## src/spi_status_defines.vh

```
// constants for the serial flash status and protection command block
`ifndef SPI_STATUS_DEFINES_VH
`define SPI_STATUS_DEFINES_VH
`define OP_STATUS_READ      8'h05
`define OP_WRITE_ENABLE     8'h06
`define OP_WRITE_DISABLE    8'h04
`define OP_STATUS_WRITE_ARM 8'h50
`define OP_STATUS_WRITE     8'h01
`define OP_ID_READ_A        8'h90
`define OP_ID_READ_B        8'hab
// status byte field positions
`define SR_BUSY_BIT         0
`define SR_WEL_BIT          1
`define SR_BPLO_BIT         2
`define SR_BPHI_BIT         3
`define SR_AAI_BIT          6
`define SR_LOCK_BIT         7
`define SR_RESET_VAL        8'h00
// identification bytes, values arbitrary
`define ID_MAKER_VAL        8'h5a
`define ID_PART_VAL         8'h3c
`define ADDR_BITS           5'd24
`endif

```

## src/spi_flash_status_protect_cmds.v

```verilog
// serial flash command handling for status, write enable latch and identification
`timescale 1ns/1ps
`default_nettype none
`include "spi_status_defines.vh"
// Rules for this block and its host
// status read is answered at any time, even while busy.
// status byte repeats on every further eight clocks until select rises.
// host holds select low from status read opcode until data read.
// host should poll busy before new commands during a write.
// write enable command sets the write enable latch.
// host issues write enable before every program or erase.
// write enable acts on the rising edge of select after the opcode.
// write disable clears write enable latch and auto increment flag.
// write disable acts only when select rises after the opcode.
// status write arm holds only for the very next instruction.
// status write arm is executed on the select rising edge.
// accepted status write changes only both protect level bits and lock bit.
// status write ignored while protect pin low and lock bit set.
// with protect pin low, lock bit may only go from 0 to 1.
// with protect pin high, lock and level bits change freely.
// permission uses lock bit and pin level just before select rises.
// one permitted status write may set lock and change levels together.
// status write commits new bits on the select rising edge.
// identification read starts with either of two opcodes plus 24-bit address.
// address zero gives maker code, address one gives part code.
// identification output alternates between both codes until select rises.
// write disable opcode is 04h and ends auto increment programming.
// address bit zero selects maker or part code in identification.
// input sampled on rising clock, msb first, output on falling clock.
// opcodes 05h, 06h, 50h and 01h, one byte after select falls.
// busy reads 1 while an internal program or erase runs.

// timing notes for users of this block:
// - select, clock and data are seen three to four system clocks late, so the
//   serial clock high and low phases must each last at least four system clocks
// - a command commits four to five system clocks after select rises; the host
//   should keep select high long enough before the next frame
// - output bits change four to five system clocks after a sampled clock fall,
//   which leaves the host a full low phase to take them on the next rise
// - the protect pin passes the same three-flop sampler, so a pin change only
//   affects a status write whose select rise comes at least one clock later
// - one-byte commands with extra clocks are ignored past the opcode, so a
//   host that pads a frame does not re-decode its filler bits
module spi_flash_status_protect_cmds (
    input  wire       ref_clk,
    input  wire       resetn,
    input  wire       chip_select_n,
    input  wire       serial_clk,
    input  wire       serial_in,
    input  wire       write_protect_n,
    input  wire       internal_busy,
    input  wire       auto_increment_set,
    output reg        serial_out,
    output reg        serial_out_en,
    output reg        write_enable_latch,
    output reg        auto_increment_program_flag,
    output reg        block_protect_level_lo,
    output reg        block_protect_level_hi,
    output reg        protect_lock_bit,
    output reg        busy
);
    // frame states: opcode byte, id address, reply shifting, status data byte
    localparam ST_OPCODE = 2'd0;
    localparam ST_ADDR   = 2'd1;
    localparam ST_OUT    = 2'd2;
    localparam ST_DATA   = 2'd3;

    // reset release through two flops
    reg [1:0] rst_sync;
    wire      rst_n = rst_sync[1];
    always @(posedge ref_clk or negedge resetn) begin
        if (!resetn) begin
            rst_sync <= 2'b00;
        end else begin
            rst_sync <= {rst_sync[0], 1'b1};
        end
    end

    // stages two and three agree, so the sampled level has settled
    function settled;
        input [2:0] s;
        begin
            settled = (s[1] == s[2]);
        end
    endfunction

    // three-flop samplers; a change counts when stages two and three agree
    // the filtered copies are the only levels the edge logic trusts
    reg [2:0] cs_s, sck_s, si_s, wp_s;
    reg       cs_q, sck_q, wp_q;
    always @(posedge ref_clk or negedge rst_n) begin
        if (!rst_n) begin
            cs_s  <= 3'b111;
            sck_s <= 3'b000;
            si_s  <= 3'b000;
            wp_s  <= 3'b111;
            cs_q  <= 1'b1;
            sck_q <= 1'b0;
            wp_q  <= 1'b1;
        end else begin
            cs_s  <= {cs_s[1:0], chip_select_n};
            sck_s <= {sck_s[1:0], serial_clk};
            si_s  <= {si_s[1:0], serial_in};
            wp_s  <= {wp_s[1:0], write_protect_n};
            if (settled(cs_s)) cs_q <= cs_s[2];
            if (settled(sck_s)) sck_q <= sck_s[2];
            if (settled(wp_s)) wp_q <= wp_s[2];
        end
    end

    wire cs_fall  = cs_q & settled(cs_s) & ~cs_s[2];
    wire cs_rise  = ~cs_q & settled(cs_s) & cs_s[2];
    wire sck_rise = ~cs_q & ~sck_q & settled(sck_s) & sck_s[2];
    wire sck_fall = ~cs_q & sck_q & settled(sck_s) & ~sck_s[2];

    reg [1:0]  state;
    reg [4:0]  bit_cnt;
    reg [7:0]  opcode;
    reg [7:0]  shift_in;
    reg [7:0]  shift_out;
    reg        id_sel;
    reg        arm;
    reg [7:0]  wr_data;
    reg        data_done;
    reg [7:0]  status_byte;

    // status byte assembled from the field positions; unused bits read as zero
    always @* begin
        status_byte                 = `SR_RESET_VAL;
        status_byte[`SR_BUSY_BIT]   = busy;
        status_byte[`SR_WEL_BIT]    = write_enable_latch;
        status_byte[`SR_BPLO_BIT]   = block_protect_level_lo;
        status_byte[`SR_BPHI_BIT]   = block_protect_level_hi;
        status_byte[`SR_AAI_BIT]    = auto_increment_program_flag;
        status_byte[`SR_LOCK_BIT]   = protect_lock_bit;
    end
    wire [7:0] next_shift_in = {shift_in[6:0], si_s[2]};

    // pick identification byte from the address low bit
    function [7:0] id_byte;
        input sel;
        begin
            id_byte = sel ? `ID_PART_VAL : `ID_MAKER_VAL;
        end
    endfunction

    // busy follows the internal timer every cycle so status read sees it live
    // one cycle of lag is far below a serial bit time, so no poll misses it
    always @(posedge ref_clk or negedge rst_n) begin
        if (!rst_n) begin
            busy <= 1'b0;
        end else begin
            busy <= internal_busy;
        end
    end

    // serial front end: opcode, address, data byte and output shifting
    // a deselected frame forces the opcode state so a cut frame leaves no residue
    always @(posedge ref_clk or negedge rst_n) begin
        if (!rst_n) begin
            state         <= ST_OPCODE;
            bit_cnt       <= 5'd0;
            opcode        <= 8'h00;
            shift_in      <= 8'h00;
            shift_out     <= 8'h00;
            id_sel        <= 1'b0;
            wr_data       <= 8'h00;
            data_done     <= 1'b0;
            serial_out    <= 1'b0;
            serial_out_en <= 1'b0;
        end else if (cs_fall || cs_q) begin
            state         <= ST_OPCODE;
            bit_cnt       <= 5'd0;
            data_done     <= 1'b0;
            serial_out_en <= 1'b0;
        end else if (sck_rise) begin
            shift_in <= next_shift_in;
            case (state)
                ST_OPCODE: begin
                    if (bit_cnt == 5'd7) begin
                        opcode  <= next_shift_in;
                        bit_cnt <= 5'd0;
                        if (next_shift_in == `OP_STATUS_READ) begin
                            state     <= ST_OUT;
                            shift_out <= status_byte;
                        end else if (next_shift_in == `OP_ID_READ_A ||
                                     next_shift_in == `OP_ID_READ_B) begin
                            state <= ST_ADDR;
                        end else if (next_shift_in == `OP_STATUS_WRITE) begin
                            state <= ST_DATA;
                        end else begin
                            // one-byte commands park in the data state with nothing
                            // left to take, so padding clocks are never re-decoded
                            state     <= ST_DATA;
                            data_done <= 1'b1;
                        end
                    end else begin
                        bit_cnt <= bit_cnt + 5'd1;
                    end
                end
                ST_ADDR: begin
                    if (bit_cnt == `ADDR_BITS - 5'd1) begin
                        id_sel    <= si_s[2];
                        shift_out <= id_byte(si_s[2]);
                        bit_cnt   <= 5'd0;
                        state     <= ST_OUT;
                    end else begin
                        bit_cnt <= bit_cnt + 5'd1;
                    end
                end
                ST_DATA: begin
                    // only the first data byte counts; extra clocks are ignored
                    if (!data_done) begin
                        if (bit_cnt == 5'd7) begin
                            wr_data   <= next_shift_in;
                            data_done <= 1'b1;
                            bit_cnt   <= 5'd0;
                        end else begin
                            bit_cnt <= bit_cnt + 5'd1;
                        end
                    end
                end
                default: begin
                    state <= ST_OUT;
                end
            endcase
        // reply bits move on the falling clock so the host takes them on the rise
        end else if (sck_fall && state == ST_OUT) begin
            serial_out_en <= 1'b1;
            serial_out    <= shift_out[7];
            if (bit_cnt == 5'd7) begin
                bit_cnt <= 5'd0;
                if (opcode == `OP_STATUS_READ) begin
                    shift_out <= status_byte;
                end else begin
                    id_sel    <= ~id_sel;
                    shift_out <= id_byte(~id_sel);
                end
            end else begin
                bit_cnt   <= bit_cnt + 5'd1;
                shift_out <= {shift_out[6:0], 1'b0};
            end
        end
    end

    // commands act on the select rising edge; pin and lock sampled just before it
    wire wp_high  = wp_q;
    wire permit   = ~protect_lock_bit | wp_high;
    // frames shorter than one opcode byte must not commit a stale opcode
    reg  frame_has_op;
    always @(posedge ref_clk or negedge rst_n) begin
        if (!rst_n) begin
            frame_has_op <= 1'b0;
        end else if (cs_fall) begin
            frame_has_op <= 1'b0;
        end else if (sck_rise && state == ST_OPCODE && bit_cnt == 5'd7) begin
            frame_has_op <= 1'b1;
        end
    end

    // status bits and the one-shot arming for status write
    // the arming is judged before it is overwritten, so only the next frame sees it
    always @(posedge ref_clk or negedge rst_n) begin
        if (!rst_n) begin
            write_enable_latch          <= 1'b0;
            auto_increment_program_flag <= 1'b0;
            block_protect_level_lo      <= 1'b0;
            block_protect_level_hi      <= 1'b0;
            protect_lock_bit            <= 1'b0;
            arm                         <= 1'b0;
        end else begin
            if (auto_increment_set) begin
                auto_increment_program_flag <= 1'b1;
            end
            if (cs_rise && frame_has_op) begin
                // any instruction other than status write arm discards the arming
                arm <= (opcode == `OP_STATUS_WRITE_ARM);
                case (opcode)
                    `OP_WRITE_ENABLE: begin
                        write_enable_latch <= 1'b1;
                    end
                    `OP_WRITE_DISABLE: begin
                        write_enable_latch          <= 1'b0;
                        auto_increment_program_flag <= 1'b0;
                    end
                    `OP_STATUS_WRITE: begin
                        if (arm && data_done && permit) begin
                            block_protect_level_lo <= wr_data[`SR_BPLO_BIT];
                            block_protect_level_hi <= wr_data[`SR_BPHI_BIT];
                            // pin low: lock may only rise
                            protect_lock_bit <= wr_data[`SR_LOCK_BIT] |
                                                (protect_lock_bit & ~wp_high);
                        end
                    end
                    default: begin
                        // other opcodes only set or drop the arming above
                    end
                endcase
            end
        end
    end
endmodule // spi_flash_status_protect_cmds
`default_nettype wire

```

## config.mk

```make
export PLATFORM = sky130hd
export DESIGN_NAME = spi_flash_status_protect_cmds
export DESIGN_NICKNAME = d
export VERILOG_FILES = /design/src/spi_flash_status_protect_cmds.v
export VERILOG_INCLUDE_DIRS = /design/src
export SDC_FILE = /design/constraint.sdc
export NUM_CORES = 1
export LEC_CHECK = 0
export BUFFER_PORTS_ARGS = -buffer_cell sky130_fd_sc_hd__clkbuf_2
export CAP_MARGIN = 15
export CELL_PAD_IN_SITES_DETAIL_PLACEMENT = 1
export CELL_PAD_IN_SITES_GLOBAL_PLACEMENT = 2
export CORE_ASPECT_RATIO = 0.75
export CORE_MARGIN = 10
export CORE_UTILIZATION = 30
export CTS_BUF_LIST = sky130_fd_sc_hd__clkbuf_8
export DETAILED_ROUTE_END_ITERATION = 12
export HOLD_SLACK_MARGIN = 0.08
export PLACE_DENSITY = 0.68
export SETUP_SLACK_MARGIN = 0.2
export SYNTH_ARGS = -nofsm -noshare
export SYNTH_HDL_FRONTEND = slang
export SYNTH_SLANG_ARGS = --single-unit
```

## constraint.sdc

```tcl
create_clock -name ref_clk -period 2.75 [get_ports ref_clk]
set_input_delay 0.55 -clock ref_clk [delete_from_list [all_inputs] [get_ports ref_clk]]
set_output_delay 0.55 -clock ref_clk [all_outputs]
set_load 0.01 [all_outputs]
```

==> impl_metrics.ini <==
[timing]
finalSetupViolations = 0
slew_headroom = 0.505
fmax_ghz = 0.461
finalCritPeriodShare = 0.789
hold_viol = 0
rsz0062_at_grt = false
slew_viol_final = 0
fin_skew_ns = 0.0106
worst_slew_pin_slew_ns = 0.743
fin_setup_tns_ns = 0
period_minus_slack_ns = 2.17
setup_ws_ns = 0.579

[cts]
holdBufCountCts = 1
clock_path_buffers = 2
clkLatencyLatePin_ns = 0.35
cts_setup_buffers = 0
numCtsBuffers = 9
cts_tree = yes
root_buffer = clkbuf_8
clk_pin_slew_ns = 0.08
h-tree-depth = 3
clkSinkCount = 62
post_cts_resize_count = 0

[grt]
grt_pass1_vias = 2121
track_usage = 0.106
grt-ovfl-total = 0
grt_antenna_before_repair = 0
grt_pass1_wl_um = 11600
grt_max_degree = 34

[detailed_routing]
post_drt_wl_per_cell_um = 16.7
vias = 1961
dr.pass1.iters = 4
routed_wl_um = 6820
first_iter_violations = 166
postRouteAntennaNets = 0
drc = 0
vias_per_cell = 4.81

[placement]
dp_worst_setup_slack_ns = 0.592
post-dp-hpwl_um = 5040
gp_congestion = 0.761
io_buffer_count = 15

[worst_setup_path]
arrival_ns = 2.40
crit_fanout = 16
crit_required_ns = 2.98
endpoint_kind = register
path_class = register to register
critPathLaunchType = register

[yosys]
synth-adder-area-share = 0.0114
synth_seq_area_share = 0.549
avgSynthCellArea_um2 = 11.3
synth-edff-count = 0
synthXorXnorAreaFrac = 0.00924
ys_warn_count = 0
ys_types = 55
yosys-top-cells-area = dfrtp_1 48%, dfstp_2 7.4%, nand2_1 5.3%
synthArstFlopShare = 1.00
synthMuxAreaShare = 0.102
syn_inst = 252
synth_top_area_frac = 0.475
synth_top_family_by_area = simple AND/OR/NAND/NOR gates
synth_compound_area_frac = 0.103
synth_simple_gate_area_frac = 0.195
synth_fp_nets = 261
ys_ff_latch = 62
dominantRegCellSynth = dfrtp_1
netlist_area_um2 = 2840
yosysTopAreaCell = dfrtp_1

[pwr]
total_power_mw = 2.12
p_per_area_nw_per_um2 = 642
p_leak_nw = 1.50
peakVddDrop_uv = 239

[final_layout]
areaGrowthSynthToFinish_pct = 16.0
layout-drive-gt1-share = 0.257
final_common_cell = dfrtp_1
final_cell_mix = 53 x dfrtp_1, 40 x nand2_1, 15 x clkbuf_2, 12 x a21oi_1, 12 x o21ai_0
n_antenna_cell = 0
postLayoutCoreUtil = 0.360
nets = 284

[worst_hold_path]
hold_path_class = input port to register

[die]
start_util = 0.311
dieArea_um2 = 13800
die-height_um = 104
ios = 16
fp.dieW_um = 132
core_area_um2 = 9160
row_count = 30

[run_status]
status = completed

[flow_run]
cap_violations = 0
[per-stage QoR]
step	instances	area, um^2	hold slack (ns)
after global placement	391	3070	0.333
final	408	3300	0.282
after detailed placement	391	3070	0.336
after CTS	408	3300	0.257
after floorplan	252	2840	0.254
after global routing	408	3300	0.250
[final timing paths]
check                      slack, ns  cells past startpoint        end            start
max                             0.58                      4  opcode[4]             cs_q
min                             0.28                      1    wp_s[0]  write_protect_n
max reg2reg                     0.58                      4  opcode[4]             cs_q
min reg2reg                     0.34                      0  opcode[0]      rst_sync[1]
max in group asynchronous       1.66                      1    cs_s[1]      rst_sync[1]
min in group asynchronous       0.34                      0  opcode[0]      rst_sync[1]
[state kept, by name, indices dropped and copies added (netlist names), 2 cells and up]
register	cells
wp_s	3
wr_data	3
rst_sync	2
state	2
si_s	3
bit_cnt	5
shift_out	8
sck_s	3
opcode	8
cs_s	3
shift_in	7
[per-layer routing]
metal / GRT usage / vias to the layer above / share of wire
met5: 0 / - / 0
met4: 0.0188 / 0 / 0.0045
met3: 0.0483 / 2 / 0.059
met2: 0.136 / 38 / 0.38
met1: 0.155 / 982 / 0.55
li1: - / 939 / -
[worst max-delay path: stages (launching register included)]
cell and delay (ns):
dfstp_2 0.45, and4bb_2 0.55, nand2_2 0.08, or3_1 0.57, mux2_4 0.39
[power breakdown]
| group | internal [mW] | switching, mW |
|---|---|---|
| clock | 0.512 | 0.392 |
| sequential | 0.978 | 0.0946 |
| combinational | 0.0654 | 0.0754 |
| total | 1.56 | 0.562 |
[Yosys cell counts (2+ instances only)]
library cell  number
buf_2              2
maj3_1             2
nand3_1            5
a21oi_1           12
a22o_1             2
or2_2              2
inv_1              8
nand2_2            2
nand2b_1           9
o21ai_0           12
mux2i_1            3
nor4b_1            3
or3_1              3
dfstp_2            8
nor2_1            10
mux2_4             9
buf_6              2
mux2_2             7
o21a_1             2
dfrtp_1           54
nand2_1           40
a211oi_1           2
nor3_1            10
o221ai_1           2
xor2_1             2
mux2_1             4
clkbuf_1           5
a21o_1             2
and4bb_2           2
[cell type report]
type	instances	area (um^2)
multi-input combinational	173	1200
tap	128	160
sequential	62	1560
clock inverter	7	98.8
inverter	8	30.0
clock buffer	9	124
timing repair buffer	21	123
fill	1048	5860
[cell families after synthesis]
logic type	Yosys count
compound gates	43
xor+xnor	3
fa+ha+maj	3
buf+inv	17
flops	62
mux	23
other cells	1
simple gates	100
Power figures use the tool's default switching activity.
